$ cat src/crs_defs.svh
// Constants of the card register set: field positions, fixed values, timing.
// Assumes inclusion by the modules of the card register set only.
// Notes on behaviour
// - A 32-bit operating conditions word reports the voltage window and power-up status.
// - Bit 31 reads 0 while busy, 1 once ready; bit 30 reads 0.
// - Bit 24 shows low-voltage switch acceptance and reads 0 initially.
// - Bits 23 to 15 all read 1, one per 0.1 V slice.
// - Bits 29-25, 14-8, 7 and 6-0 always read 0.
// - Identity, card data, relative address, configuration and status block registers exist.
// - No driver stage register exists; nothing steers drive strength.
// - The identity word is fixed per device and defined by its maker.
`ifndef CRS_DEFS_SVH
`define CRS_DEFS_SVH

// ****************************************
// Operating conditions word
// ****************************************
`define CRS_OC_BUSY_BIT 31
`define CRS_OC_CAP_BIT 30
`define CRS_OC_LOW_VOLTAGE_SWITCH_ACCEPTED_BIT 24
`define CRS_OC_WIN_HI 23
`define CRS_OC_WIN_LO 15
`define CRS_OC_RESET 32'h00ff8000

// ****************************************
// Register selectors and reset values
// ****************************************
`define CRS_SEL_OC 3'h0
`define CRS_SEL_ID 3'h1
`define CRS_SEL_CSD 3'h2
`define CRS_SEL_RCA 3'h3
`define CRS_SEL_CFG 3'h4
`define CRS_SEL_STAT 3'h5
`define CRS_RCA_RESET 16'h0000
`define CRS_BUSY_NS 1000
`define CRS_BUSY_CYC ((`CRS_BUSY_NS + 19) / 20)

`endif

$ cat src/crs_pkg.sv
// Types of the card register set.
// Assumes crs_defs.svh is on the include path.
package crs_pkg;
	typedef struct packed {
		logic busy_n;
		logic capacity;
		logic [4:0] rsv_hi;
		logic low_voltage_switch_accepted;
		logic [8:0] window;
		logic [14:0] rsv_lo;
	} crs_oc_t;

	typedef struct packed {
		logic valid;
		logic [2:0] sel;
		logic [3:0] word;
	} crs_req_t;
endpackage

$ cat src/crs_card_regs.sv
// Card register set: conditions word, identity, card data, address,
// configuration and status block, read 32 bits at a time.
// Assumes the command engine on CLK drives the request and LOW_VOLTAGE_SWITCH_ACCEPTED/RELATIVE_CARD_ADDRESS updates.
`timescale 1ns/1ns
`include "crs_defs.svh"
module crs_card_regs #(
	parameter int unsigned BUSY_CYCLES = `CRS_BUSY_CYC,
	// Arbitrary neutral identity content
	parameter logic [127:0] IDENTITY = 128'h00000000000000000000000000000001,
	parameter logic [127:0] CARD_DATA = 128'h00000000000000000000000000000001,
	parameter logic [63:0] CONFIG = 64'h0000000000000000,
	parameter logic [511:0] STATUS = 512'h0
) (
	input wire logic CLK,
	input wire logic RESETN,
	input wire crs_pkg::crs_req_t REQ,
	input wire logic LOW_VOLTAGE_SWITCH_ACCEPTED_SET,
	input wire logic RCA_WR,
	input wire logic [15:0] RCA_IN,
	output logic RD_VALID,
	output logic [31:0] RD_DATA,
	output crs_pkg::crs_oc_t OPERATING_CONDITIONS,
	output logic READY
);
	// ****************************************
	// State
	// ****************************************
	logic ready;
	logic low_voltage_switch_accepted;
	logic [15:0] relative_card_address;
	crs_pkg::crs_oc_t oc;

	crs_ready_timer #(
		.CYCLES(BUSY_CYCLES)
	) u_timer (
		.clk(CLK),
		.resetn(RESETN),
		.ready(ready)
	);

	// Acceptance is only meaningful once the card is ready
	always_ff @(posedge CLK or negedge RESETN) begin
		if (!RESETN) begin
			low_voltage_switch_accepted <= 1'b0;
		end else if (LOW_VOLTAGE_SWITCH_ACCEPTED_SET && ready) begin
			low_voltage_switch_accepted <= 1'b1;
		end
	end

	always_ff @(posedge CLK or negedge RESETN) begin
		if (!RESETN) begin
			relative_card_address <= `CRS_RCA_RESET;
		end else if (RCA_WR) begin
			relative_card_address <= RCA_IN;
		end
	end

	// ****************************************
	// Conditions word assembly
	// ****************************************
	always_comb begin
		oc = crs_pkg::crs_oc_t'(`CRS_OC_RESET);
		oc.busy_n = ready;
		oc.capacity = 1'b0;
		oc.low_voltage_switch_accepted = low_voltage_switch_accepted;
	end

	function automatic logic [31:0] pick(input logic [511:0] src, input logic [3:0] w);
		pick = src[w*32 +: 32];
	endfunction

	// No driver stage selector exists: such requests read zero
	always_ff @(posedge CLK or negedge RESETN) begin
		if (!RESETN) begin
			RD_VALID <= 1'b0;
			RD_DATA <= 32'h00000000;
		end else begin
			RD_VALID <= REQ.valid;
			if (REQ.valid) begin
				case (REQ.sel)
					`CRS_SEL_OC: RD_DATA <= oc;
					`CRS_SEL_ID: RD_DATA <= pick({384'h0, IDENTITY}, {2'b00, REQ.word[1:0]});
					`CRS_SEL_CSD: RD_DATA <= pick({384'h0, CARD_DATA}, {2'b00, REQ.word[1:0]});
					`CRS_SEL_RCA: RD_DATA <= {16'h0000, relative_card_address};
					`CRS_SEL_CFG: RD_DATA <= pick({448'h0, CONFIG}, {3'b000, REQ.word[0]});
					`CRS_SEL_STAT: RD_DATA <= pick(STATUS, REQ.word);
					default: RD_DATA <= 32'h00000000;
				endcase
			end
		end
	end

	always_ff @(posedge CLK or negedge RESETN) begin
		if (!RESETN) begin
			OPERATING_CONDITIONS <= crs_pkg::crs_oc_t'(32'h00000000);
			READY <= 1'b0;
		end else begin
			OPERATING_CONDITIONS <= oc;
			READY <= ready;
		end
	end

	// ****************************************
	// Checks
	// ****************************************
	property p_fixed_bits;
		@(posedge CLK) disable iff (!RESETN)
		OPERATING_CONDITIONS.window == 9'h1ff || $past(!RESETN);
	endproperty
	a_fixed_bits: assert property (p_fixed_bits) else $error("window bits wrong");

	property p_zero_bits;
		@(posedge CLK) disable iff (!RESETN)
		OPERATING_CONDITIONS.rsv_hi == 5'h00 && OPERATING_CONDITIONS.rsv_lo == 15'h0000
			&& !OPERATING_CONDITIONS.capacity;
	endproperty
	a_zero_bits: assert property (p_zero_bits) else $error("reserved bits set");

	property p_busy_follows;
		@(posedge CLK) disable iff (!RESETN)
		$rose(ready) |=> OPERATING_CONDITIONS.busy_n;
	endproperty
	a_busy_follows: assert property (p_busy_follows) else $error("busy bit late");

	property p_low_voltage_switch_accepted_needs_ready;
		@(posedge CLK) disable iff (!RESETN)
		!ready |-> !low_voltage_switch_accepted;
	endproperty
	a_low_voltage_switch_accepted_needs_ready: assert property (p_low_voltage_switch_accepted_needs_ready) else $error("low_voltage_switch_accepted early");

	property p_read_oc;
		@(posedge CLK) disable iff (!RESETN)
		REQ.valid && REQ.sel == `CRS_SEL_OC |=> RD_VALID && RD_DATA == $past(oc);
	endproperty
	a_read_oc: assert property (p_read_oc) else $error("conditions read wrong");

	property p_read_rca;
		@(posedge CLK) disable iff (!RESETN)
		REQ.valid && REQ.sel == `CRS_SEL_RCA |=> RD_DATA[15:0] == $past(relative_card_address);
	endproperty
	a_read_rca: assert property (p_read_rca) else $error("address read wrong");

	property p_read_id;
		@(posedge CLK) disable iff (!RESETN)
		REQ.valid && REQ.sel == `CRS_SEL_ID && REQ.word == 4'h0 |=> RD_DATA == IDENTITY[31:0];
	endproperty
	a_read_id: assert property (p_read_id) else $error("identity read wrong");

	property p_no_dsr;
		@(posedge CLK) disable iff (!RESETN)
		REQ.valid && REQ.sel > `CRS_SEL_STAT |=> RD_DATA == 32'h00000000;
	endproperty
	a_no_dsr: assert property (p_no_dsr) else $error("unmapped read nonzero");

	property p_rd_valid_follows;
		@(posedge CLK) disable iff (!RESETN)
		REQ.valid |=> RD_VALID;
	endproperty
	a_rd_valid_follows: assert property (p_rd_valid_follows) else $error("read answer missing");

	property p_rd_valid_single;
		@(posedge CLK) disable iff (!RESETN)
		!REQ.valid |=> !RD_VALID;
	endproperty
	a_rd_valid_single: assert property (p_rd_valid_single) else $error("read answer unasked");

	// Read word must stand until the next request
	property p_rd_data_holds;
		@(posedge CLK) disable iff (!RESETN)
		!REQ.valid |=> $stable(RD_DATA);
	endproperty
	a_rd_data_holds: assert property (p_rd_data_holds) else $error("read word moved");

	property p_low_voltage_switch_accepted_sticky;
		@(posedge CLK) disable iff (!RESETN)
		low_voltage_switch_accepted |=> low_voltage_switch_accepted;
	endproperty
	a_low_voltage_switch_accepted_sticky: assert property (p_low_voltage_switch_accepted_sticky) else $error("low_voltage_switch_accepted dropped");

	property p_low_voltage_switch_accepted_set;
		@(posedge CLK) disable iff (!RESETN)
		LOW_VOLTAGE_SWITCH_ACCEPTED_SET && ready |=> low_voltage_switch_accepted;
	endproperty
	a_low_voltage_switch_accepted_set: assert property (p_low_voltage_switch_accepted_set) else $error("low_voltage_switch_accepted not taken");

	property p_low_voltage_switch_accepted_reflect;
		@(posedge CLK) disable iff (!RESETN)
		OPERATING_CONDITIONS.low_voltage_switch_accepted == $past(low_voltage_switch_accepted);
	endproperty
	a_low_voltage_switch_accepted_reflect: assert property (p_low_voltage_switch_accepted_reflect) else $error("low_voltage_switch_accepted bit wrong");

	property p_busy_reflect;
		@(posedge CLK) disable iff (!RESETN)
		OPERATING_CONDITIONS.busy_n == $past(ready);
	endproperty
	a_busy_reflect: assert property (p_busy_reflect) else $error("busy bit wrong");

	property p_ready_sticky;
		@(posedge CLK) disable iff (!RESETN)
		ready |=> ready;
	endproperty
	a_ready_sticky: assert property (p_ready_sticky) else $error("ready dropped");

	property p_rca_write;
		@(posedge CLK) disable iff (!RESETN)
		RCA_WR |=> relative_card_address == $past(RCA_IN);
	endproperty
	a_rca_write: assert property (p_rca_write) else $error("address write lost");

	property p_rca_hold;
		@(posedge CLK) disable iff (!RESETN)
		!RCA_WR |=> $stable(relative_card_address);
	endproperty
	a_rca_hold: assert property (p_rca_hold) else $error("address changed");

	property p_read_csd;
		@(posedge CLK) disable iff (!RESETN)
		REQ.valid && REQ.sel == `CRS_SEL_CSD && REQ.word[1:0] == 2'h0 |=> RD_DATA == CARD_DATA[31:0];
	endproperty
	a_read_csd: assert property (p_read_csd) else $error("card data read wrong");

	property p_read_cfg;
		@(posedge CLK) disable iff (!RESETN)
		REQ.valid && REQ.sel == `CRS_SEL_CFG && !REQ.word[0] |=> RD_DATA == CONFIG[31:0];
	endproperty
	a_read_cfg: assert property (p_read_cfg) else $error("config read wrong");

	property p_read_stat;
		@(posedge CLK) disable iff (!RESETN)
		REQ.valid && REQ.sel == `CRS_SEL_STAT && REQ.word == 4'h0 |=> RD_DATA == STATUS[31:0];
	endproperty
	a_read_stat: assert property (p_read_stat) else $error("status read wrong");
endmodule // crs_card_regs

$ cat src/crs_ready_timer.sv
// Power-up busy timer: signals ready after a fixed count of cycles.
// Assumes the count is started by reset release.
`timescale 1ns/1ns
`include "crs_defs.svh"
module crs_ready_timer #(
	parameter int unsigned CYCLES = `CRS_BUSY_CYC
) (
	input wire logic clk,
	input wire logic resetn,
	output logic ready
);
	logic [15:0] count;

	always_ff @(posedge clk or negedge resetn) begin
		if (!resetn) begin
			count <= 16'h0000;
			ready <= 1'b0;
		end else if (!ready) begin
			if (count == 16'(CYCLES - 1)) begin
				ready <= 1'b1;
			end
			count <= count + 16'h0001;
		end
	end
endmodule // crs_ready_timer

$ cat config.mk
export PLATFORM = sky130hd
export DESIGN_NAME = crs_card_regs
export DESIGN_NICKNAME = d
export VERILOG_FILES = /design/src/crs_pkg.sv /design/src/crs_card_regs.sv /design/src/crs_ready_timer.sv
export VERILOG_INCLUDE_DIRS = /design/src
export SDC_FILE = /design/constraint.sdc
export NUM_CORES = 1
export LEC_CHECK = 0
export ABC_AREA = 1
export BUFFER_PORTS_ARGS = -buffer_cell sky130_fd_sc_hd__buf_2
export CAP_MARGIN = 0
export CORE_ASPECT_RATIO = 1.1
export CORE_MARGIN = 10
export CORE_UTILIZATION = 50
export CTS_BUF_LIST = sky130_fd_sc_hd__clkbuf_8
export DETAILED_ROUTE_END_ITERATION = 7
export GPL_TIMING_DRIVEN = 0
export MAX_ROUTING_LAYER = met4
export PLACE_DENSITY = 0.79
export SETUP_SLACK_MARGIN = 0.15
export SYNTH_ARGS = -nofsm -noshare
export SYNTH_HDL_FRONTEND = slang
export SYNTH_SLANG_ARGS = --single-unit
$ cat constraint.sdc
create_clock -name CLK -period 1.8 [get_ports CLK]
set_input_delay 0.36 -clock CLK [delete_from_list [all_inputs] [get_ports CLK]]
set_output_delay 0.36 -clock CLK [all_outputs]
set_load 0.005 [all_outputs]
## After elaboration in Yosys (flattened, before gate mapping)

Cells that the tools add are included.

| word-level totals | value |
|---|---|
| flip-flop bits (word level) | 70 |
| bits in latches | 0 |
| memory bits (writable) | 0 |
| memory bits (read-only) | 0 |
| input bits | 28 |
| output and inout bits | 66 |
| logic and storage cells | 25 |
| memories | 0 |

| cells by class | value |
|---|---|
| add/sub/neg operators | 1 |
| multipliers | 0 |
| divide/modulo/power cells | 0 |
| magnitude comparators | 0 |
| equality and inequality tests | 6 |
| shift-type cells | 3 |
| mux-type cells | 3 |
| bitwise operators | 0 |
| reduce and logical (&&, ||, !) cells | 3 |

Operators with widths:

| kind | number |
|---|---|
| variable part select 512 x 10 -> 32 bit, first input constant | 1 |
| variable part select 512 x 7 -> 32 bit, first input constant | 1 |
| variable part select 512 x 8 -> 32 bit, first input constant | 1 |
| case mux 32 bit (5 select lines) | 1 |
| adder 16 x 1 -> 16 bit, second input constant | 1 |
| equality test 16 x 6 -> 1 bit, second input constant | 1 |
| equality test 3 x 2 -> 1 bit, second input constant | 2 |
| equality test 3 bit, second input constant | 2 |
| equality test 3 x 1 -> 1 bit, second input constant | 1 |
| logical NOT 3 bit | 1 |
| 2-to-1 mux 1 bit | 2 |
| OR reduction 2 bit | 1 |
| logical AND 1 bit | 1 |

## Longest topological paths before layout

Gate-level depths: netlist of run 1.

| logic depth | value |
|---|---|
| depth in word-level cells | 3 |
| depth in mapped cells | 9 |
| mapped depth without buffers | 9 |

## Hierarchy

A second synthesis of run 1 with hierarchy kept.

| unflattened totals | value |
|---|---|
| cell total of the unflattened synthesis | 293 |
| area, all modules | 2,871.5 sq um |

Modules (own cells, without submodules):

| module | instances | cells an instance | area each (sq um) | seq. area each (sq um) |
|---|---|---|---|---|
| crs_card_regs | 1 | 179 | 1,913.1 | 1,001.0 |
| crs_ready_timer | 1 | 114 | 958.4 | 425.4 |

## Worst setup path before layout of run 1

OpenSTA, ideal clock, no wires.

| path | value |
|---|---|
| kind | register to register |
| start | register u_timer.count[0] |
| end | register u_timer.count[10] |
| setup time | 122 ps |
| arrival time | 1,101 ps |
| required time | 1,678 ps |
| path slack | 577 ps |
| stages on the path, launching flop included | 8 |
| path buffers | 0 |
| clock period less this slack | 1,223 ps |
| path through | dfrtp_1 -> ha_1 -> inv_1 -> nor2_4 -> nand3_2 -> nor2_4 -> nand2_1 -> xor2_1 |

| on the way | value |
|---|---|
| longest elaborated chain between the ends | 1 |

Ends and longest elaborated chain:

| item | RTL line | source |
|---|---|---|
| from (decl) | crs_ready_timer.sv:12 | `logic [15:0] count;` |
| from (signal assigned) | crs_ready_timer.sv:22 | `count <= count + 16'h0001;` |
| adder 16 x 1 -> 16 bit | crs_ready_timer.sv:22 |  |

Every way passes these cells.
A chain may end at the register's enable or synchronous reset.

==> reports/metrics.csv, run 1 <==
stage,metric,value,unit
logic_synthesis,Synth warnings,0,
power_and_ir_drop,Peak VDD IR,0.556,mV
worst_setup_path,Crit Path Max Fanout,9,
logic_synthesis,largest family of logic cells by synthesized area,buffers and inverters,
sta,Achievable Freq,696,MHz
drt,Routed Antenna Nets,0,
drt,DR pass1 iterations,4,
logic_synthesis,Post-synth ARST share,100,%
drt,average wire per standard cell,12.9,µm
worst_setup_path,Worst R2R Path Depth,7,
final_layout,Post-Layout Cell Count,468,
power_and_ir_drop,leakage power,1.92,nW
sta,worst-margin pin slew,0.703,ns
logic_synthesis,Synth Cell Area,0.00275,mm²
worst_hold_path,Tightest Hold Check Type,in -> async,
drt,WL final,6060,µm
floorplanning,I/O pins,94,
clocking,CTS tree,done,
global_route,largest net degree at the start of global routing,58,
final_layout,layout cells sized above 1,36.1,%
worst_setup_path,crit path DAT,1.08,ns
final_layout,Layout Cell Area excl Fill,0.00345,mm²
logic_synthesis,Mapped Avg Cell Area,9.57,µm²
worst_setup_path,R2R Path End,u_timer.count[10],
logic_synthesis,synthesis-stage register bit count,57,
final_layout,Layout Nets,418,
drt,via count,2046,
logic_synthesis,Synth Area in Simple Gates,14.3,%
sta,Setup TNS,0,ns
logic_synthesis,"Seq/Total Area, Yosys",51.9,%
sta,RSZ-0062 raised after global routing,false,
clocking,H-tree depth,3,
floorplanning,die height,97.7,µm
drt,DRT iter0 DRCs,112,
clocking,post-CTS setup buffers,0,
floorplanning,DIE WIDTH,90.7,µm
final_layout,area delta synth->final,25.6,%
logic_synthesis,Post-synth EDFFs,0,
worst_setup_path,startpoint types,register,
global_route,GRT Resource Usage Total,14.3,%
global_route,vias in the first global route,2086,
global_route,Congestion Overflow GR,0,
worst_setup_path,Reg2Reg Setup Slack,0.45,ns
power_and_ir_drop,Power Density,807,mW/mm²
worst_setup_path,CP required,1.44,ns
place,RD Place Congestion,0.824,
logic_synthesis,Synth Instances,287,
floorplanning,Core ar.,0.00536,mm²
worst_setup_path,CP Capture Type,output port,
flow_run,Max Cap Viol,0,
sta,clk_skew,0.00560,ns
drt,vias per cell,4.37,
logic_synthesis,adder-cell share of the synthesized area,0.911,%
clocking,CTS root buf,clkbuf_8,
logic_synthesis,Compound-Gate Fraction of Synth Area,5.79,%
sta,fin crit share,79.8,%
clocking,clock buffer depth,2,
floorplanning,Row Count,28,
clocking,CTS resizes,0,
logic_synthesis,XOR/XNOR share of the synthesized area,3.19,%
sta,Final Hold Viols,0,
drt,DRC viols,0,
worst_setup_path,RR Startpoint,u_timer.count[0],
sta,Period minus WS final,1.44,ns
floorplanning,Initial Util,51.2,%
clocking,worst skew pair latency,0.33,ns
place,# placed instances,452,
logic_synthesis,dominant synthesized flop cell,dfrtp_1,
sta,Pins Over Slew Limit,0,
global_route,first-pass GRT wire length,9980,µm
place,port buffer count,64,
place,placed cell areas,0.00326,mm²
sta,final setup fails,0,
run_status,status,"finished, final reports clean",
final_layout,Inserted Diodes,0,
clocking,"Clk pin slew, worst setup/hold paths",0.07,ns
logic_synthesis,Yosys cell types,29,
clocking,CTS Sinks,57,
sta,relative slew slack,53.2,%
clocking,"Hold-fix buffers, CTS",0,
logic_synthesis,mux cell area share after synthesis,3.69,%
worst_setup_path,Crit Path Category,reg -> out,
clocking,Num CTS Buffers,9,
floorplanning,die area,0.00886,mm²
global_route,initial antenna violation count,0,
place,HPWL after DPL,4550,µm
-- cells in the mapped netlist, types with 2 or more instances --
library cell	count	area (µm²)
mux2_2	9	101
ha_1	2	25.0
nand2_1	38	143
nand3_1	14	70.1
o22ai_1	8	50.1
o21ai_0	19	95.1
nor3_1	3	15.0
nor2_1	5	18.8
clkbuf_1	3	11.3
buf_2	2	10.0
conb_1	2	7.51
xor2_1	7	61.3
nor2_4	4	45.0
dfrtp_1	57	1430
nand4_1	4	25.0
inv_1	53	199
xnor2_1	3	26.3
buf_4	43	323
-- worst max-delay path: stages, from the launching register on --
cell and delay (ns):
dfrtp_1 0.46, buf_4 0.17, buf_2 0.12
-- metal layers --
layer	up-vias	GRT usage, %	share of wire, %
met5	-	-	0
met4	0	7.35	2.7
met1	935	16.1	42
li1	1024	-	-
met2	74	22.3	48
met3	13	4.67	7.3
-- how the worst max path moves through the flow --
stage	to	cells after the start	slack, ns	startpoint
after detailed placement	OPERATING_CONDITIONS[15]	1	0.32	RESETN
after global routing	RD_DATA[19]	2	0.31	RD_DATA[23]
after global placement	OPERATING_CONDITIONS[15]	1	0.33	RESETN
after floorplan	u_timer.count[10]	7	0.58	u_timer.count[0]
final	RD_DATA[18]	2	0.36	RD_DATA[23]
after CTS	RD_DATA[18]	2	0.34	RD_DATA[23]
-- area by class of cell --
type	instances	area, µm²
Fill cell	447	1910
Sequential cell	57	1430
Multi-Input combinational cell	154	871
Buffer	48	344
Timing Repair Buffer	64	323
Inverter	54	203
Clock buffer	10	138
Tap cell	75	93.8
Clock inverter	6	51.3
-- power breakdown --
| group | switching (mW) | leakage, nW | internal (mW) |
|---|---|---|---|
| clock network | 0.483 | 0.110 | 0.657 |
| registers | 0.0279 | 0.729 | 1.34 |
| logic | 0.136 | 1.09 | 0.142 |
-- cell usage in the layout (no fill, tap or decap), drive strengths merged --
master  count
buf       109
nor3        4
xnor2       3
clkinv      2
nand2      39
dfrtp      57
o21ai      19
o22ai       8
nor2       10
ha          2
or2         1
nand3      16
nand3b      1
bufinv      1
mux2        9
xor2        7
a21oi       1
o221ai      1
conb       28
nand4       4
nor4        1
inv        57
clkbuf     13
-- state kept, by name, summed over array words and instances (netlist names) --
register	count
RD_DATA	19
relative_card_address	16
u_timer.count	16
OPERATING_CONDITIONS	2
RD_VALID	1
READY	1
low_voltage_switch_accepted	1
u_timer.ready	1
-- metrics by stage --
| step | worst slack, ns | util (%) | hold slack, ns | power [mW] |
|---|---|---|---|---|
| CTS | 0.342 | 64.3 | 0.154 | 2.81 |
| global placement | 0.329 | 60.8 | 0.372 | 1.65 |
| floorplan | 0.577 | - | 0.0644 | 1.54 |
| detailed placement | 0.318 | 60.8 | 0.373 | 1.67 |
| finish | 0.363 | 64.4 | 0.0714 | 2.78 |
| global route | 0.310 | 64.4 | 0.127 | 2.92 |
-- kinds of logic (layout without fill, tap and decap cells) --
logic type,Yosys count,in the layout
adders and majority gates,2,2
muxes,9,9
DFF,57,57
other,2,28
and+or+nand+nor,76,76
xor gates and xnor gates,10,10
AOI/OAI and AO/OA,29,29
buffers and inverters,102,182
Note: power is estimated with default switching activity, not from simulation.
==> inputs of run 2 (changes only) <==
--- a/config.mk
+++ b/config.mk
@@ -11,12 +11,12 @@
 export CAP_MARGIN = 0
 export CORE_ASPECT_RATIO = 1.1
 export CORE_MARGIN = 10
-export CORE_UTILIZATION = 50
+export CORE_UTILIZATION = 47
 export CTS_BUF_LIST = sky130_fd_sc_hd__clkbuf_8
 export DETAILED_ROUTE_END_ITERATION = 7
 export GPL_TIMING_DRIVEN = 0
 export MAX_ROUTING_LAYER = met4
-export PLACE_DENSITY = 0.79
+export PLACE_DENSITY = 0.78
 export SETUP_SLACK_MARGIN = 0.15
 export SYNTH_ARGS = -nofsm -noshare
 export SYNTH_HDL_FRONTEND = slang
==> constraint.sdc (replaced) <==
create_clock -name CLK -period 1.3 [get_ports CLK]
set_input_delay 0.26 -clock CLK [delete_from_list [all_inputs] [get_ports CLK]]
set_output_delay 0.26 -clock CLK [all_outputs]
set_load 0.005 [all_outputs]
==> reports/metrics.csv, run 2 (synthesized netlist as in run 1, its figures left out) <==
stage,metric,value,unit,change
power_and_ir_drop,Peak VDD IR,0.897,mV,was 0.556 mV
worst_setup_path,Crit Path Max Fanout,9,,unchanged
floorplanning,die height,100,µm,was 97.7 µm
worst_setup_path,startpoint types,register,,unchanged
sta,fin crit share,102,%,
worst_setup_path,crit path DAT,1.06,ns,was 1.08 ns
worst_setup_path,CP required,1.04,ns,was 1.44 ns
sta,Period minus WS final,1.32,ns,
place,RD Place Congestion,0.799,,was 0.824
worst_setup_path,R2R Path End,u_timer.count[12],,was u_timer.count[10]
sta,Final Hold Viols,48,,was 0
power_and_ir_drop,leakage power,1.99,nW,was 1.92 nW
place,port buffer count,64,,unchanged
sta,Pins Over Slew Limit,0,,unchanged
clocking,"Clk pin slew, worst setup/hold paths",0.06,ns,was 0.07 ns
floorplanning,die area,0.00930,mm²,was 0.00886 mm²
drt,average wire per standard cell,12.7,µm,was 12.9 µm
clocking,Num CTS Buffers,9,,unchanged
global_route,Congestion Overflow GR,0,,unchanged
worst_setup_path,family with the most delay on the worst path,flip-flops,,unchanged
drt,Routed Antenna Nets,0,,unchanged
clocking,CTS root buf,clkbuf_8,,unchanged
final_layout,most frequent cells in the layout,"buf_2 (64), dfrtp_1 (53), inv_1 (52)",,"was buf_2 (65), dfrtp_1 (57), inv_1 (56)"
worst_setup_path,CP Capture Type,output port,,unchanged
place,placed cell areas,0.00326,mm²,about the same
global_route,initial antenna violation count,0,,unchanged
power_and_ir_drop,Power Density,1110,mW/mm²,was 807 mW/mm²
sta,final setup fails,15,,was 0
worst_setup_path,Reg2Reg Setup Slack,0.01,ns,was 0.45 ns
final_layout,Layout Nets,429,,was 418
global_route,vias in the first global route,2108,,was 2086
drt,WL final,6080,µm,was 6060 µm
global_route,routing usage on met2,22.3,%,about the same
worst_setup_path,crit-path max cell delay,0.46,ns,about the same
final_layout,largest reg by FF count,RD_DATA,,unchanged
floorplanning,Row Count,29,,was 28
clocking,H-tree depth,3,,unchanged
sta,tightest hold margin,-0.0206,ns,was 0.0714 ns
final_layout,layout cells sized above 1,41.9,%,was 36.1%
floorplanning,Core ar.,0.00573,mm²,was 0.00536 mm²
sta,PnR worst setup slack,-0.0197,ns,was 0.363 ns
drt,vias per cell,4.36,,was 4.37
final_layout,final core occ,63.4,%,was 64.4%
worst_setup_path,WP buf/inv,2,,unchanged
run_status,status,finished with violations,,"was finished, final reports clean"
final_layout,Largest register FFs,19,,unchanged
floorplanning,I/O pins,94,,unchanged
final_layout,biggest regs,"RD_DATA x19, relative_card_address x16, u_timer.count x16",,unchanged
flow_run,Max Cap Viol,0,,unchanged
sta,Setup TNS,-0.132,ns,was 0 ns
global_route,met1 Use GR,13.8,%,was 16.1%
global_route,global route hottest layer,met2,,unchanged
worst_setup_path,Crit Path Category,reg -> out,,unchanged
global_route,largest net degree at the start of global routing,58,,unchanged
power_and_ir_drop,total power,4.03,mW,was 2.78 mW
worst_setup_path,critical path's slowest cell,dfrtp_2,,was dfrtp_1
clocking,worst skew pair latency,0.33,ns,about the same
floorplanning,Initial Util,47.9,%,was 51.2%
drt,DRT iter0 DRCs,51,,was 112
final_layout,Layout Cell Area excl Fill,0.00363,mm²,was 0.00345 mm²
drt,DRC viols,0,,unchanged
clocking,CTS tree,done,,unchanged
clocking,clock buffer depth,2,,unchanged
sta,worst-margin pin slew,0.692,ns,was 0.703 ns
floorplanning,DIE WIDTH,92.9,µm,was 90.7 µm
final_layout,"leading cell type in the layout, fill and taps excluded",buf_2,,unchanged
global_route,GRT Resource Usage Total,13.5,%,was 14.3%
global_route,first-pass GRT wire length,9780,µm,was 9980 µm
final_layout,fillcell total,485,,was 447
sta,RSZ-0062 raised after global routing,true,,was false
place,HPWL after DPL,4500,µm,was 4550 µm
final_layout,Inserted Diodes,0,,unchanged
drt,DR pass1 iterations,4,,unchanged
run_status,violated checks,"negative hold slack, negative setup slack",,
sta,relative slew slack,53.8,%,was 53.2%
sta,Achievable Freq,758,MHz,
clocking,CTS Sinks,57,,unchanged
final_layout,area delta synth->final,32.3,%,was 25.6%
worst_setup_path,Worst R2R Path Depth,7,,unchanged
clocking,"Hold-fix buffers, CTS",0,,unchanged
worst_setup_path,crit-path cells,buf_4 -> buf_2,,unchanged
global_route,GR Util met3,4.33,%,was 4.67%
worst_setup_path,RR Startpoint,u_timer.count[0],,unchanged
worst_hold_path,Tightest Hold Check Type,in -> async,,unchanged
sta,clk_skew,0.00740,ns,was 0.00560 ns
drt,via count,2092,,was 2046
[run 2: cell count changes in the layout (fill, tap and decap cells not counted), sizes merged]
| cell | delta |
|---|---|
| buf | +11 |
| inv | -1 |
| bufinv | +1 |
| clkinv | -1 |
[run 2: timing repair]
action | CTS | global route
pin swaps | 8 | 9
endpoints found under the setup margin | 28 | 33
gates resized for setup | 10 | 13
buffers inserted | 8 | 3
[run 2: final cells by class]
type                            count  area (µm²)  area share (%)
Buffer                             48         348            9.57
Multi-Input combinational cell    154         923            25.4
Sequential cell                    57        1430            39.4
Clock inverter                      5        72.6            2.00
Tap cell                           77        96.3            2.65
Clock buffer                       10         138            3.79
Inverter                           54         203            5.58
Timing Repair Buffer               75         423            11.6
[run 2: worst max path at each step]
| stage | cells past startpoint | start | end | slack [ns] |
|---|---|---|---|---|
| floorplan | 7 | u_timer.count[0] | u_timer.count[10] | 0.08 |
| global placement | 1 | RESETN | u_timer.ready | -0.17 |
| detailed placement | 1 | RESETN | u_timer.ready | -0.18 |
| CTS | 2 | RD_DATA[23] | RD_DATA[23] | -0.03 |
| global route | 9 | u_timer.count[0] | u_timer.count[15] | -0.08 |
| finish | 2 | RD_DATA[23] | RD_DATA[23] | -0.02 |
[run 2: metal layers]
metal	wire [µm]	part of all wire, %
met1	2390	39
met2	3080	51
met3	435	7.2
met4	172	2.8
met5	0	0
[run 2: worst reg2reg max path: cells and delay by family, from the launching register on]
family	cells	cell delay, ns
buffers and inverters	1	0.05
and+or+nand+nor	4	0.45
adders and majority gates	1	0.17
DFF	1	0.37
xor gates and xnor gates	1	0.15
[run 2: through the flow]
step / cells / worst slack [ns]
after floorplan: 313 / 0.0779
after global placement: 454 / -0.174
after detailed placement: 454 / -0.178
after CTS: 477 / -0.0275
after global routing: 480 / -0.0770
final: 480 / -0.0197
[run 2: where the power goes]
group | internal [mW] | switching, mW
registers | 1.85 | 0.0378
logic | 0.200 | 0.187
clock network | 1.10 | 0.649
total | 3.15 | 0.874
==> inputs of run 3 (changes only) <==
--- a/config.mk
+++ b/config.mk
@@ -10,9 +10,10 @@
 export BUFFER_PORTS_ARGS = -buffer_cell sky130_fd_sc_hd__buf_2
 export CAP_MARGIN = 0
 export CORE_ASPECT_RATIO = 1.1
-export CORE_MARGIN = 10
+export CORE_MARGIN = 1.5
 export CORE_UTILIZATION = 47
 export CTS_BUF_LIST = sky130_fd_sc_hd__clkbuf_8
+export CTS_CLUSTER_DIAMETER = 40
 export DETAILED_ROUTE_END_ITERATION = 7
 export GPL_TIMING_DRIVEN = 0
 export MAX_ROUTING_LAYER = met4
==> reports/metrics.csv, run 3 (synthesized netlist as in run 1, its figures left out) <==
stage,metric,value,unit,change
run_status,status,finished with violations,,unchanged
run_status,violated checks,"negative hold slack, negative setup slack",,unchanged
final_layout,Inserted Diodes,0,,unchanged
clocking,CTS tree,done,,unchanged
final_layout,fillcell total,475,,was 485
power_and_ir_drop,total power,3.93,mW,was 4.03 mW
sta,Pins Over Slew Limit,0,,unchanged
floorplanning,Row Count,29,,unchanged
clocking,H-tree depth,3,,unchanged
drt,DR pass1 iterations,4,,unchanged
sta,Period minus WS final,1.32,ns,about the same
power_and_ir_drop,leakage power,1.99,nW,about the same
sta,Achievable Freq,759,MHz,was 758 MHz
worst_setup_path,CP Capture Type,output port,,unchanged
final_layout,most frequent cells in the layout,"buf_2 (64), dfrtp_1 (53), inv_1 (52)",,unchanged
sta,final setup fails,8,,was 15
clocking,Num CTS Buffers,9,,unchanged
worst_setup_path,crit path DAT,1.06,ns,about the same
worst_setup_path,Crit Path Max Fanout,9,,unchanged
drt,average wire per standard cell,11.4,µm,was 12.7 µm
sta,RSZ-0062 raised after global routing,true,,unchanged
final_layout,Largest register FFs,19,,unchanged
worst_hold_path,Tightest Hold Check Type,in -> async,,unchanged
clocking,CTS Sinks,57,,unchanged
place,Place WS,-0.194,ns,was -0.178 ns
sta,tightest hold margin,-0.0414,ns,was -0.0206 ns
worst_setup_path,Crit Path Category,reg -> out,,unchanged
final_layout,"leading cell type in the layout, fill and taps excluded",buf_2,,unchanged
clocking,clock buffer depth,2,,unchanged
power_and_ir_drop,Power Density,1080,mW/mm²,was 1110 mW/mm²
floorplanning,DIE WIDTH,75.9,µm,was 92.9 µm
final_layout,largest reg by FF count,RD_DATA,,unchanged
sta,fin crit share,101,%,was 102%
global_route,first-pass GRT wire length,9030,µm,was 9780 µm
global_route,GR Util met3,4.61,%,was 4.33%
place,RD Place Congestion,0.796,,was 0.799
place,HPWL after DPL,3780,µm,was 4500 µm
floorplanning,Initial Util,48.2,%,was 47.9%
place,port buffer count,64,,unchanged
floorplanning,I/O pins,94,,unchanged
global_route,vias in the first global route,1977,,was 2108
worst_setup_path,R2R Path End,u_timer.count[8],,was u_timer.count[12]
floorplanning,die height,83.2,µm,was 100 µm
drt,DRT iter0 DRCs,94,,was 51
worst_setup_path,Reg2Reg Setup Slack,-0.01,ns,was 0.01 ns
clocking,"Clk pin slew, worst setup/hold paths",0.06,ns,about the same
floorplanning,die area,0.00631,mm²,was 0.00930 mm²
final_layout,area delta synth->final,33.0,%,was 32.3%
worst_setup_path,startpoint types,register,,unchanged
global_route,global route hottest layer,met2,,unchanged
global_route,initial antenna violation count,0,,unchanged
drt,vias per cell,4.44,,was 4.36
drt,WL final,5490,µm,was 6080 µm
worst_setup_path,RR Startpoint,u_timer.count[0],,unchanged
clocking,CTS root buf,clkbuf_8,,unchanged
sta,Final Hold Viols,57,,was 48
sta,clk_skew,0.00415,ns,was 0.00740 ns
worst_setup_path,Worst R2R Path Depth,7,,unchanged
drt,DRC viols,0,,unchanged
global_route,GRT Resource Usage Total,19.7,%,was 13.5%
final_layout,layout cells sized above 1,43.0,%,was 41.9%
flow_run,Max Cap Viol,0,,unchanged
clocking,worst skew pair latency,0.33,ns,about the same
floorplanning,Core ar.,0.00570,mm²,was 0.00573 mm²
drt,Routed Antenna Nets,0,,unchanged
global_route,routing usage on met2,31.1,%,was 22.3%
drt,via count,2138,,was 2092
worst_setup_path,CP required,1.04,ns,about the same
sta,worst-margin pin slew,0.693,ns,was 0.692 ns
global_route,largest net degree at the start of global routing,58,,unchanged
sta,PnR worst setup slack,-0.0172,ns,was -0.0197 ns
global_route,met1 Use GR,23.3,%,was 13.8%
final_layout,biggest regs,"RD_DATA x19, relative_card_address x16, u_timer.count x16",,unchanged
power_and_ir_drop,Peak VDD IR,0.687,mV,was 0.897 mV
sta,relative slew slack,53.8,%,about the same
global_route,Congestion Overflow GR,0,,unchanged
final_layout,Layout Nets,430,,was 429
-- run 3: timing repair --
action / 4_1_cts / 5_1_grt
resized for setup: 15 / 11
setup endpoints to repair: 28 / 34
setup buffers: 8 / 4
pin swaps: 15 / 13
hold buffers: 0 / 0
-- run 3: final cells by class --
class | count | area [µm²] | share of cell area, %
flip-flops and latches | 57 | 1430 | 39.2
multi-input cells | 154 | 932 | 25.5
repair buffers | 76 | 434 | 11.9
plain buffers | 48 | 348 | 9.52
inverters | 54 | 205 | 5.62
clock buffers | 11 | 151 | 4.14
well taps | 77 | 96.3 | 2.64
clock inverters | 5 | 55.1 | 1.51
-- run 3: metal layers --
metal	part of all wire (%)	wire, µm	vias to the layer above
met5	0	0	-
met4	2.2	123	0
met3	6.1	334	12
met2	52	2880	75
met1	39	2150	999
li1	-	-	1052
-- run 3: how the worst max path moves through the flow --
stage | startpoint | end | slack, ns
after global routing | u_timer.count[0] | u_timer.count[14] | -0.11
after CTS | RD_DATA[23] | RD_DATA[19] | -0.03
final | RD_DATA[23] | RD_DATA[19] | -0.02
after global placement | RESETN | u_timer.ready | -0.17
after floorplan | u_timer.count[0] | u_timer.count[10] | 0.08
after detailed placement | RESETN | u_timer.ready | -0.19
-- run 3: power breakdown --
group | switching, mW | total (mW) | internal (mW)
combinational | 0.182 | 0.380 | 0.198
clock | 0.680 | 1.66 | 0.981
sequential | 0.0394 | 1.89 | 1.85
total | 0.901 | 3.93 | 3.03
-- run 3: through the flow --
stage / util (%) / cell area, µm² / setup TNS (ns) / std cells
final: 64.1 / 3650 / -0.101 / 482
after global routing: 64.1 / 3650 / -1.17 / 482
after CTS: 62.8 / 3580 / -0.391 / 478
after detailed placement: 57.3 / 3260 / -5.48 / 454
after global placement: 57.3 / 3260 / -4.36 / 454
after floorplan: - / 2850 / 0 / 313
-- run 3: critical path: stages, from the launching register on --
cell	delay, ns
dfrtp_2	0.46
buf_4	0.15
buf_2	0.12
